==> src/common/rts_regs.vh <==
/*
 * Register offsets, field positions, reset values and timing counts for the
 * transmit serializer event block.
 * Assumes a byte-wide register port decoded by the surrounding host port.
 */
`ifndef RTS_REGS_VH
`define RTS_REGS_VH

// ****************************************************************
// Register offsets (register index on the byte port)
// ****************************************************************
`define RTS_OFF_MODE 8'h03
`define RTS_OFF_EVT_MASK 8'h0D
`define RTS_OFF_EVT_FLAGS 8'h0E
`define RTS_OFF_PAYLOAD 8'h0F
`define RTS_OFF_QUALIFIER 8'h10
`define RTS_OFF_SEQ_LO 8'h11
`define RTS_OFF_SEQ_HI 8'h18

// ****************************************************************
// Field positions
// ****************************************************************
`define RTS_EVT_UNDERFLOW 3
`define RTS_EVT_OVERFLOW 2
`define RTS_EVT_DONE 1
`define RTS_EVT_EMPTY 0
`define RTS_MODE_TX_BIT 7
`define RTS_MODE_RX_BIT 6
`define RTS_SEQ_HALF_BIT 0

// ****************************************************************
// Reset values
// ****************************************************************
`define RTS_RST_BYTE 8'h00
`define RTS_RST_SEQ 64'h0000_0000_0000_0000

// ****************************************************************
// Timing: chips per bit in full and split code mode
// ****************************************************************
`define RTS_CHIPS_FULL 7'h40
`define RTS_CHIPS_HALF 7'h20

`endif

==> src/logic/rts_chip_gen.v <==
/*
 * Chip generator: walks the spreading sequence from bit 0 upward, one chip
 * per chip_en pulse, and flags the end of each data bit time.
 * Assumes chip_en is a one-cycle pulse from a divider outside the parent, which passes it through.
 */
`timescale 1ns/1ps

module rts_chip_gen
(
	input wire sys_clk,
	input wire nrst,
	input wire chip_en,
	input wire half_mode,
	input wire [63:0] seq,
	output reg chip_q,
	output reg bit_end_q
);

	reg [5:0] idx_q;
	wire [5:0] last;

	// Split mode uses only the low 32 chips per bit
	assign last = half_mode ? 6'h1F : 6'h3F;

	// ****************************************************************
	// Chip index walk
	// ****************************************************************
	always @(posedge sys_clk or negedge nrst)
	begin
		if (!nrst)
		begin
			idx_q <= 6'h00;
			chip_q <= 1'b0;
			bit_end_q <= 1'b0;
		end
		else
		begin
			bit_end_q <= 1'b0;
			if (chip_en)
			begin
				chip_q <= seq[idx_q];
				// At or past the end, so a switch to split mode in mid bit
				// cannot run the index on and skip a bit end
				if (idx_q >= last)
				begin
					idx_q <= 6'h00;
					bit_end_q <= 1'b1;
				end
				else
					idx_q <= idx_q + 6'h01;
			end
		end
	end

endmodule // rts_chip_gen

==> src/logic/rts_serializer.v <==
/*
 * Transmit serializer with event flags, masks and interrupt output.
 * Assumes a byte register port (addr, wr_en, rd_en, wdata) driven by the
 * host-side serial framing logic, synchronous to sys_clk.
 */
`timescale 1ns/1ps

`include "rts_regs.vh"

module rts_serializer
(
	input wire sys_clk,
	input wire nrst,
	input wire [7:0] addr,
	input wire wr_en,
	input wire rd_en,
	input wire [7:0] wdata,
	input wire chip_en,
	output reg [7:0] rdata_q,
	output reg irq_q,
	output reg air_chip_q,
	output reg tx_active_q
);

	reg [7:0] mode_q;
	reg [7:0] mask_q;
	reg [3:0] flags_q;
	reg [7:0] payload_q;
	reg [7:0] qual_q;
	reg pending_q;
	reg [63:0] seq_q;
	reg [7:0] sh_data_q;
	reg [7:0] sh_qual_q;
	reg busy_q;
	reg sent_one_q;
	reg cur_bit_q;
	reg cur_valid_q;
	reg [3:0] set_d;
	wire tx_mode;
	wire chip;
	wire bit_end;
	wire flag_rd;
	wire [3:0] flags_vis;

	// Byte index within the sequence register, used by read and write
	function [2:0] seq_idx;
		input [7:0] a;
		begin
			seq_idx = a[2:0] - 3'd1;
		end
	endfunction

	function in_seq;
		input [7:0] a;
		begin
			in_seq = (a >= `RTS_OFF_SEQ_LO) && (a <= `RTS_OFF_SEQ_HI);
		end
	endfunction

	assign tx_mode = mode_q[`RTS_MODE_TX_BIT] & ~mode_q[`RTS_MODE_RX_BIT];
	assign flag_rd = rd_en && (addr == `RTS_OFF_EVT_FLAGS);
	assign flags_vis = tx_mode ? flags_q : 4'h0;

	// ****************************************************************
	// Chip generator
	// ****************************************************************
	rts_chip_gen u_chip
	(
		.sys_clk(sys_clk),
		.nrst(nrst),
		.chip_en(chip_en),
		.half_mode(mode_q[`RTS_SEQ_HALF_BIT]),
		.seq(seq_q),
		.chip_q(chip),
		.bit_end_q(bit_end)
	);

	// ****************************************************************
	// Register writes
	// ****************************************************************
	// Flag register has no write path at all
	always @(posedge sys_clk or negedge nrst)
	begin
		if (!nrst)
		begin
			mode_q <= `RTS_RST_BYTE;
			mask_q <= `RTS_RST_BYTE;
			payload_q <= `RTS_RST_BYTE;
			qual_q <= `RTS_RST_BYTE;
			seq_q <= `RTS_RST_SEQ;
		end
		else if (wr_en)
		begin
			case (addr)
				`RTS_OFF_MODE: mode_q <= wdata;
				`RTS_OFF_EVT_MASK: mask_q <= {4'h0, wdata[3:0]};
				`RTS_OFF_PAYLOAD: payload_q <= wdata;
				`RTS_OFF_QUALIFIER: qual_q <= wdata;
				default:
				begin
					if (in_seq(addr))
						seq_q[{seq_idx(addr), 3'b000} +: 8] <= wdata;
				end
			endcase
		end
	end

	// ****************************************************************
	// Event detection
	// ****************************************************************
	// Same priority as the shifter below; kept apart so the clocked
	// process holds only non-blocking updates
	always @*
	begin
		set_d = 4'h0;
		if (wr_en && addr == `RTS_OFF_PAYLOAD && pending_q)
			set_d[`RTS_EVT_OVERFLOW] = 1'b1;
		if (tx_mode && bit_end && sh_qual_q[7:1] == 7'h00)
		begin
			if (pending_q)
				set_d[`RTS_EVT_EMPTY] = 1'b1;
			else if (busy_q)
			begin
				set_d[`RTS_EVT_DONE] = 1'b1;
				if (sent_one_q)
					set_d[`RTS_EVT_UNDERFLOW] = 1'b1;
			end
		end
	end

	// ****************************************************************
	// Shifter
	// ****************************************************************
	// A payload write arms pending; the shifter takes it in transmit mode,
	// busy or idle, at the end of a bit time with no valid bits left.
	always @(posedge sys_clk or negedge nrst)
	begin
		if (!nrst)
		begin
			pending_q <= 1'b0;
			sh_data_q <= 8'h00;
			sh_qual_q <= 8'h00;
			busy_q <= 1'b0;
			sent_one_q <= 1'b0;
			cur_bit_q <= 1'b0;
			cur_valid_q <= 1'b0;
			flags_q <= 4'h0;
		end
		else
		begin
			if (wr_en && addr == `RTS_OFF_PAYLOAD)
				pending_q <= 1'b1;
			if (tx_mode && bit_end)
			begin
				if (sh_qual_q[7:1] != 7'h00)
				begin
					// Next bit time, LSB first
					sh_data_q <= {1'b0, sh_data_q[7:1]};
					sh_qual_q <= {1'b0, sh_qual_q[7:1]};
					cur_bit_q <= sh_data_q[1];
					cur_valid_q <= sh_qual_q[1];
					sent_one_q <= 1'b1;
				end
				else if (pending_q)
				begin
					sh_data_q <= payload_q;
					sh_qual_q <= qual_q;
					cur_bit_q <= payload_q[0];
					cur_valid_q <= qual_q[0];
					busy_q <= 1'b1;
					if (busy_q)
						sent_one_q <= 1'b1;
					if (!(wr_en && addr == `RTS_OFF_PAYLOAD))
						pending_q <= 1'b0;
				end
				else if (busy_q)
				begin
					// Shifter ran dry: stop and drop the qualifier
					busy_q <= 1'b0;
					sh_qual_q <= 8'h00;
					cur_valid_q <= 1'b0;
				end
			end
			// Set beats read-clear so no event is lost; flags set regardless
			// of mask
			if (flag_rd)
				flags_q <= set_d;
			else
				flags_q <= flags_q | set_d;
		end
	end

	// ****************************************************************
	// Outputs: read data, interrupt, air chip
	// ****************************************************************
	always @(posedge sys_clk or negedge nrst)
	begin
		if (!nrst)
		begin
			rdata_q <= 8'h00;
			irq_q <= 1'b0;
			air_chip_q <= 1'b0;
			tx_active_q <= 1'b0;
		end
		else
		begin
			// Each event gated by its own enable, and all by transmit mode
			irq_q <= |(flags_vis & mask_q[3:0]);
			tx_active_q <= tx_mode & busy_q;
			// Invalid bit time sends preamble (plain chips), else XOR inverted data
			air_chip_q <= cur_valid_q ? (chip ^ ~cur_bit_q) : chip;
			if (rd_en)
			begin
				case (addr)
					`RTS_OFF_MODE: rdata_q <= mode_q;
					`RTS_OFF_EVT_MASK: rdata_q <= mask_q;
					`RTS_OFF_EVT_FLAGS: rdata_q <= {4'h0, flags_vis};
					`RTS_OFF_PAYLOAD: rdata_q <= payload_q;
					`RTS_OFF_QUALIFIER: rdata_q <= qual_q;
					default:
						rdata_q <= in_seq(addr) ?
							seq_q[{seq_idx(addr), 3'b000} +: 8] : 8'h00;
				endcase
			end
		end
	end

endmodule // rts_serializer

==> config.mk <==
export PLATFORM = sky130hd
export DESIGN_NAME = rts_serializer
export DESIGN_NICKNAME = d
export VERILOG_FILES = /design/src/logic/rts_chip_gen.v /design/src/logic/rts_serializer.v
export VERILOG_INCLUDE_DIRS = /design/src /design/src/common
export SDC_FILE = /design/constraint.sdc
export NUM_CORES = 1
export LEC_CHECK = 0
export BUFFER_PORTS_ARGS = -buffer_cell sky130_fd_sc_hd__buf_2
export CAP_MARGIN = 20
export CORE_ASPECT_RATIO = 0.9
export CORE_MARGIN = 2
export CORE_UTILIZATION = 54
export CTS_CLUSTER_DIAMETER = 200
export CTS_CLUSTER_SIZE = 16
export DETAILED_ROUTE_END_ITERATION = 10
export PLACE_DENSITY = 0.77
export SLEW_MARGIN = 5
export SYNTH_ARGS = -nofsm -noshare
export SYNTH_HDL_FRONTEND = slang
export SYNTH_HIERARCHICAL = 1
export SYNTH_SLANG_ARGS = --single-unit
export TNS_END_PERCENT = 20
==> constraint.sdc <==
create_clock -name sys_clk -period 4.8 [get_ports sys_clk]
set_input_delay 0.48 -clock sys_clk [delete_from_list [all_inputs] [get_ports sys_clk]]
set_output_delay 0.48 -clock sys_clk [all_outputs]
set_load 0.1 [all_outputs]
Word level (Yosys, flattened, before mapping)
Index checks and enable logic that the tools add are counted.

Add/sub/neg operators: 3. Magnitude comparators: 4. Eq/ne operators: 5. Shift-type cells: 3. Mux-type cells: 39. Bitwise logic cells: 9. Reduce and logical (&&, ||, !) cells: 22.

Operators with widths (count): bitwise mux 64 bit (1); variable shift 8 x 8 -> 64 bit, first input constant (1); variable part select 64 x 7 -> 8 bit (1); variable part select 8 x 8 -> 64 bit (1); two-way mux 8 bit (6); case mux 8 bit (5 select lines) (1); two-way mux 1 bit (25); equality test 8 x 4 -> 1 bit, second input constant (3); AND reduction 2 bit (7); two-way mux 6 bit (2); equality test 8 x 2 -> 1 bit, second input constant (1); equality test 8 x 5 -> 1 bit, second input constant (1); >= comparator 8 x 5 -> 1 bit, second input constant (1); less-or-equal comparator 8 x 5 -> 1 bit, second input constant (1); two-way mux 4 bit (2); negator 6 -> 8 bit (1); OR reduction 4 bit (2); zero test 7 bit (1); less-than comparator 6 x 7 -> 1 bit, second input constant (1); nonzero test 7 bit (1); adder 6 x 1 -> 6 bit, second input constant (1); binary-select mux 1 bit (select 6 bit) (1); >= comparator 6 bit (1); logical AND 1 bit (6); other kinds (10) (16).

Flip-flop bits (word level): 136. Output and inout bits: 11.

Longest topological paths before layout
Depth in word-level cells: 7. Depth in mapped cells: 13.

Hierarchy
The synthesis kept the hierarchy.

Modules (own cells, without submodules): rts_serializer (instances 1, cells each 510, area each 5888.1 um^2, sequential area each 3153.0 um^2); rts_chip_gen (instances 1, cells each 91, area each 938.4 um^2, sequential area each 200.2 um^2).

Least setup slack after synthesis
No wires, ideal clock.

Path type: input to register. Start point: in addr[0]. End point: reg seq_q[0]. Setup time: 0.125 ns. Data arrival time: 2.980 ns. Path slack: 1.695 ns. Stages on the path: 12. Path buffers: 4. Path through: buf_2 inv_1 ha_1 buf_2 xor2_2 inv_1 ha_1 clkbuf_1 nand2b_1 or4_1 buf_2 mux2_2.

Word-level cells in the longest chain between the ends: 4. Elaborated cells between the ends (all ways): 15. Classes of those cells: add/sub: 2; order compare: 2; eq/ne: 4; shift: 2; mux: 1; bitwise: 1; reduce/logical: 3.

Ends and longest elaborated chain: start, declared (line rts_serializer.v:14) `input wire [7:0] addr,`; subtractor 3 x 1 -> 3 bit (tied with other cells) (line rts_serializer.v:49) `seq_idx = a[2:0] - 3'd1;`; negator 6 -> 8 bit or OR reduction 4 bit (tied branches); variable part select 8 x 8 -> 64 bit (tied with other cells) (line rts_serializer.v:102) `seq_q[{seq_idx(addr), 3'b000} +: 8] <= wdata;`; bitwise mux 64 bit or AND reduction 3 bit (tied branches); end signal, assigned (line rts_serializer.v:90) `` seq_q <= `RTS_RST_SEQ; ``; end signal, assigned by index (line rts_serializer.v:102); end, declared (line rts_serializer.v:31) `reg [63:0] seq_q;`.

Parallel ways exist; a longest one is shown, timed or not. A chain may end at the register's enable or synchronous reset.

Worst setup path after layout
Start point: in addr[0]. End point: reg seq_q[18].

The elaborated chain is that of the path after synthesis.

==> impl_metrics.env <==
export IMPL_outcome="finished, final reports clean"
export IMPL_ys_types=57
export IMPL_critPathLaunchType="input port"
export IMPL_antenna_found_initial=0
export IMPL_synthMuxAreaShare=0.209
export IMPL_synth_nets=630
export IMPL_drc=0
export IMPL_fill_cells=955
export IMPL_period_needed_ps=3430
export IMPL_cp_data_required_time_ps=5110
export IMPL_first_global_vias=5233
export IMPL_synth_flop_cell="dfrtp_1"
export IMPL_grt_max_degree=59
export IMPL_rsz0062_at_grt="false"
export IMPL_cp_end_kind="flip-flop"
export IMPL_grt_first_pass_wirelength_um=29800
export IMPL_drtAntennaViolNets=0
export IMPL_firstDrtPassIters=5
export IMPL_clockRootBuffer="clkbuf_16"
export IMPL_die_area_sq_um=13600
export IMPL_hold_viol=0
export IMPL_hp_class="in -> async"
export IMPL_drive_gt1_frac=0.248
export IMPL_synthesis_area_sq_um=6830
export IMPL_cts_sinks=134
export IMPL_p_sw_frac=0.290
export IMPL_synth_compound_area_frac=0.132
export IMPL_io_buffers=31
export IMPL_fin_hold_ws_ps=1.17
export IMPL_seq_area_frac_synth=0.491
export IMPL_synth_xor_area_share=0.00770
export IMPL_wl_um=18700
export IMPL_p_seq_frac=0.427
export IMPL_final_util=0.632
export IMPL_arrival_ps=3740
export IMPL_synth_seq_cells=134
export IMPL_cp_max_fo=16
export IMPL_setup_violations=0
export IMPL_synth_area_top_cells="dfrtp_1 (49%), mux2_2 (9.9%), mux4_2 (7.9%)"
export IMPL_cts_setup_buffers=0
export IMPL_maxCapViolations=0
export IMPL_cts_inserted_buffers=17
export IMPL_wl_per_cell_um=23.4
export IMPL_start_util=0.561
export IMPL_max_freq_mhz=292
export IMPL_hold_buffers=0
export IMPL_diodes=0
export IMPL_die_w_um=123
export IMPL_critical_path_class="in -> reg"
export IMPL_coreArea_sq_um=12200
export IMPL_worst_pin_slew_ps=965
export IMPL_syn_to_final_growth_pct=12.7
export IMPL_finalCritPeriodShare=0.715
export IMPL_postSynthAreaPerCell_sq_um=11.4
export IMPL_drt_iter0_markers=686
export IMPL_nNetsFinal=657
export IMPL_synth_edf_count=0
export IMPL_power_leakage_nw=3.54
export IMPL_clock_power_share=0.433
export IMPL_p_comb_frac=0.140
export IMPL_clk_path_buf_depth=2
export IMPL_synth_top_area_share=0.491
export IMPL_synth_top_area_cell="dfrtp_1"
export IMPL_track_usage=0.296
export IMPL_num_rows=38
export IMPL_die_h_um=111
export IMPL_p_int_mw=2.15
export IMPL_fin_skew_ps=12.1
export IMPL_max_slew_margin=0.357
export IMPL_htree_levels=4
export IMPL_postCtsResizedCells=0
export IMPL_gp_congestion=0.966
export IMPL_setup_tns_final_ps=0
export IMPL_via_count=5234
export IMPL_clock_latency_ps=430
export IMPL_synth_top_family_by_area="multiplexers"
export IMPL_synth_warnings=6
export IMPL_synth_adder_area_share=0.0147
export IMPL_overflow=0
export IMPL_syn_instance_count=601
export IMPL_synthArstFlopShare=1.00
export IMPL_yosys_area_share_simple=0.122
export IMPL_p_per_area_nw_per_um2=393
export IMPL_cts_tree="done"
export IMPL_ir_drop_uv=290
export IMPL_vias_per_cell=6.53
export IMPL_seqCellArea_sq_um=3350
export IMPL_synth_common_cells="dfrtp_1 (134), nand2_1 (72), mux2_2 (60)"
export IMPL_dp_hpwl_um=13100
export IMPL_io_pins=32
export IMPL_slew_viol_final=0
export IMPL_path_clk_slew_ps=60
export IMPL_power_switching_mw=0.876
export IMPL_multi_input_area_sq_um=3320
export IMPL_synth_most_common_cell="dfrtp_1"
## layout by cell type, fill, tap and decap left out, types with 4 or more instances in the layout
| cell | synthesis | final |
|---|---|---|
| nor2_1 | 32 | 32 |
| nor2b_1 | 8 | 8 |
| o221ai_1 | 4 | 4 |
| nand3_1 | 14 | 14 |
| a311o_1 | 4 | 4 |
| clkbuf_16 | 0 | 17 |
| ha_1 | 8 | 8 |
| nand4_1 | 7 | 7 |
| a21o_1 | 9 | 9 |
| clkinv_2 | 0 | 4 |
| clkinvlp_4 | 0 | 4 |
| a222oi_1 | 4 | 4 |
| buf_2 | 9 | 30 |
| a22oi_1 | 6 | 6 |
| o21ai_0 | 35 | 35 |
| nand2b_1 | 4 | 4 |
| o22ai_1 | 13 | 13 |
| nand2_1 | 72 | 72 |
| and2_1 | 14 | 14 |
| inv_1 | 8 | 8 |
| buf_4 | 1 | 7 |
| mux2i_1 | 9 | 9 |
| mux2_2 | 60 | 60 |
| mux2_1 | 11 | 11 |
| a21oi_1 | 38 | 38 |
| mux4_2 | 24 | 24 |
| a32oi_1 | 4 | 4 |
| dfrtp_1 | 134 | 134 |
| o22a_1 | 5 | 5 |
| nor3_1 | 5 | 5 |
## worst paths after layout
path	from	endpoint	slack (ps)	depth (start not counted)
worst max-delay path	addr[0]	seq_q[18]	1370	9
worst min-delay path	nrst	sh_qual_q[3]	1	1
worst max register to register	u_chip/idx_q[0]	u_chip/chip_q	2140	6
worst min register to register	u_chip/chip_q	air_chip_q	480	1
max in group asynchronous	nrst	seq_q[16]	3690	2
min in group sys_clk	chip_en	u_chip/idx_q[1]	410	2
## power groups by stage
stage / combinational, mW / clock (mW) / sequential [mW]
finish: 0.425 / 1.31 / 1.29
global route: 0.456 / 1.38 / 1.30
CTS: 0.420 / 1.32 / 1.29
detailed placement: 0.416 / 0 / 1.31
global placement: 0.403 / 0 / 1.30
floorplan: 0.260 / 0 / 1.32
## flip-flops by register name (all words and copies together) (netlist names), 4 cells and up
| name | cells |
|---|---|
| rdata_q | 8 |
| mask_q | 4 |
| payload_q | 8 |
| sh_qual_q | 7 |
| flags_q | 4 |
| qual_q | 8 |
| seq_q | 64 |
| mode_q | 8 |
| sh_data_q | 8 |
| u_chip/idx_q | 6 |
## metal layers
metal / routed length, um / up-vias / track usage
met5: 0 / - / 0
met4: 539 / 0 / 0.107
met3: 1800 / 39 / 0.0859
met2: 8370 / 263 / 0.423
met1: 7990 / 2644 / 0.431
li1: - / 2288 / -
## cells by family after synthesis
| family | count (synthesis) |
|---|---|
| AOI/OAI and AO/OA | 139 |
| and+or+nand+nor | 175 |
| xor gates and xnor gates | 3 |
| buffers and inverters | 38 |
| DFF | 134 |
| muxes | 104 |
| adders and majority gates | 8 |
## worst max-delay path, cell delays in order
cell     delay (ps)
buf_2           110
inv_1           120
ha_1            440
xor2_2          640
inv_1           270
ha_1            520
nand3_1         130
nor3_2          600
mux2_2          420
## per-stage QoR
step                worst slack [ps]  power, mW  instance area, sq um  cells
floorplan                       1690       1.58                  6830    601
global placement                1200       1.70                  7100    768
detailed placement              1030       1.72                  7110    769
CTS                             1460       3.03                  7700    801
global route                    1080       3.14                  7700    801
finish                          1370       3.03                  7700    801
## final cells by class
class / count / share of cell area
Clock buffer: 19 / 0.0563
Timing Repair Buffer: 37 / 0.0263
Inverter: 9 / 0.00439
Clock inverter: 13 / 0.0205
Tap cell: 160 / 0.0260
Sequential cell: 134 / 0.436
Multi-Input combinational cell: 429 / 0.431
Note: power is estimated with default switching activity, not from simulation.
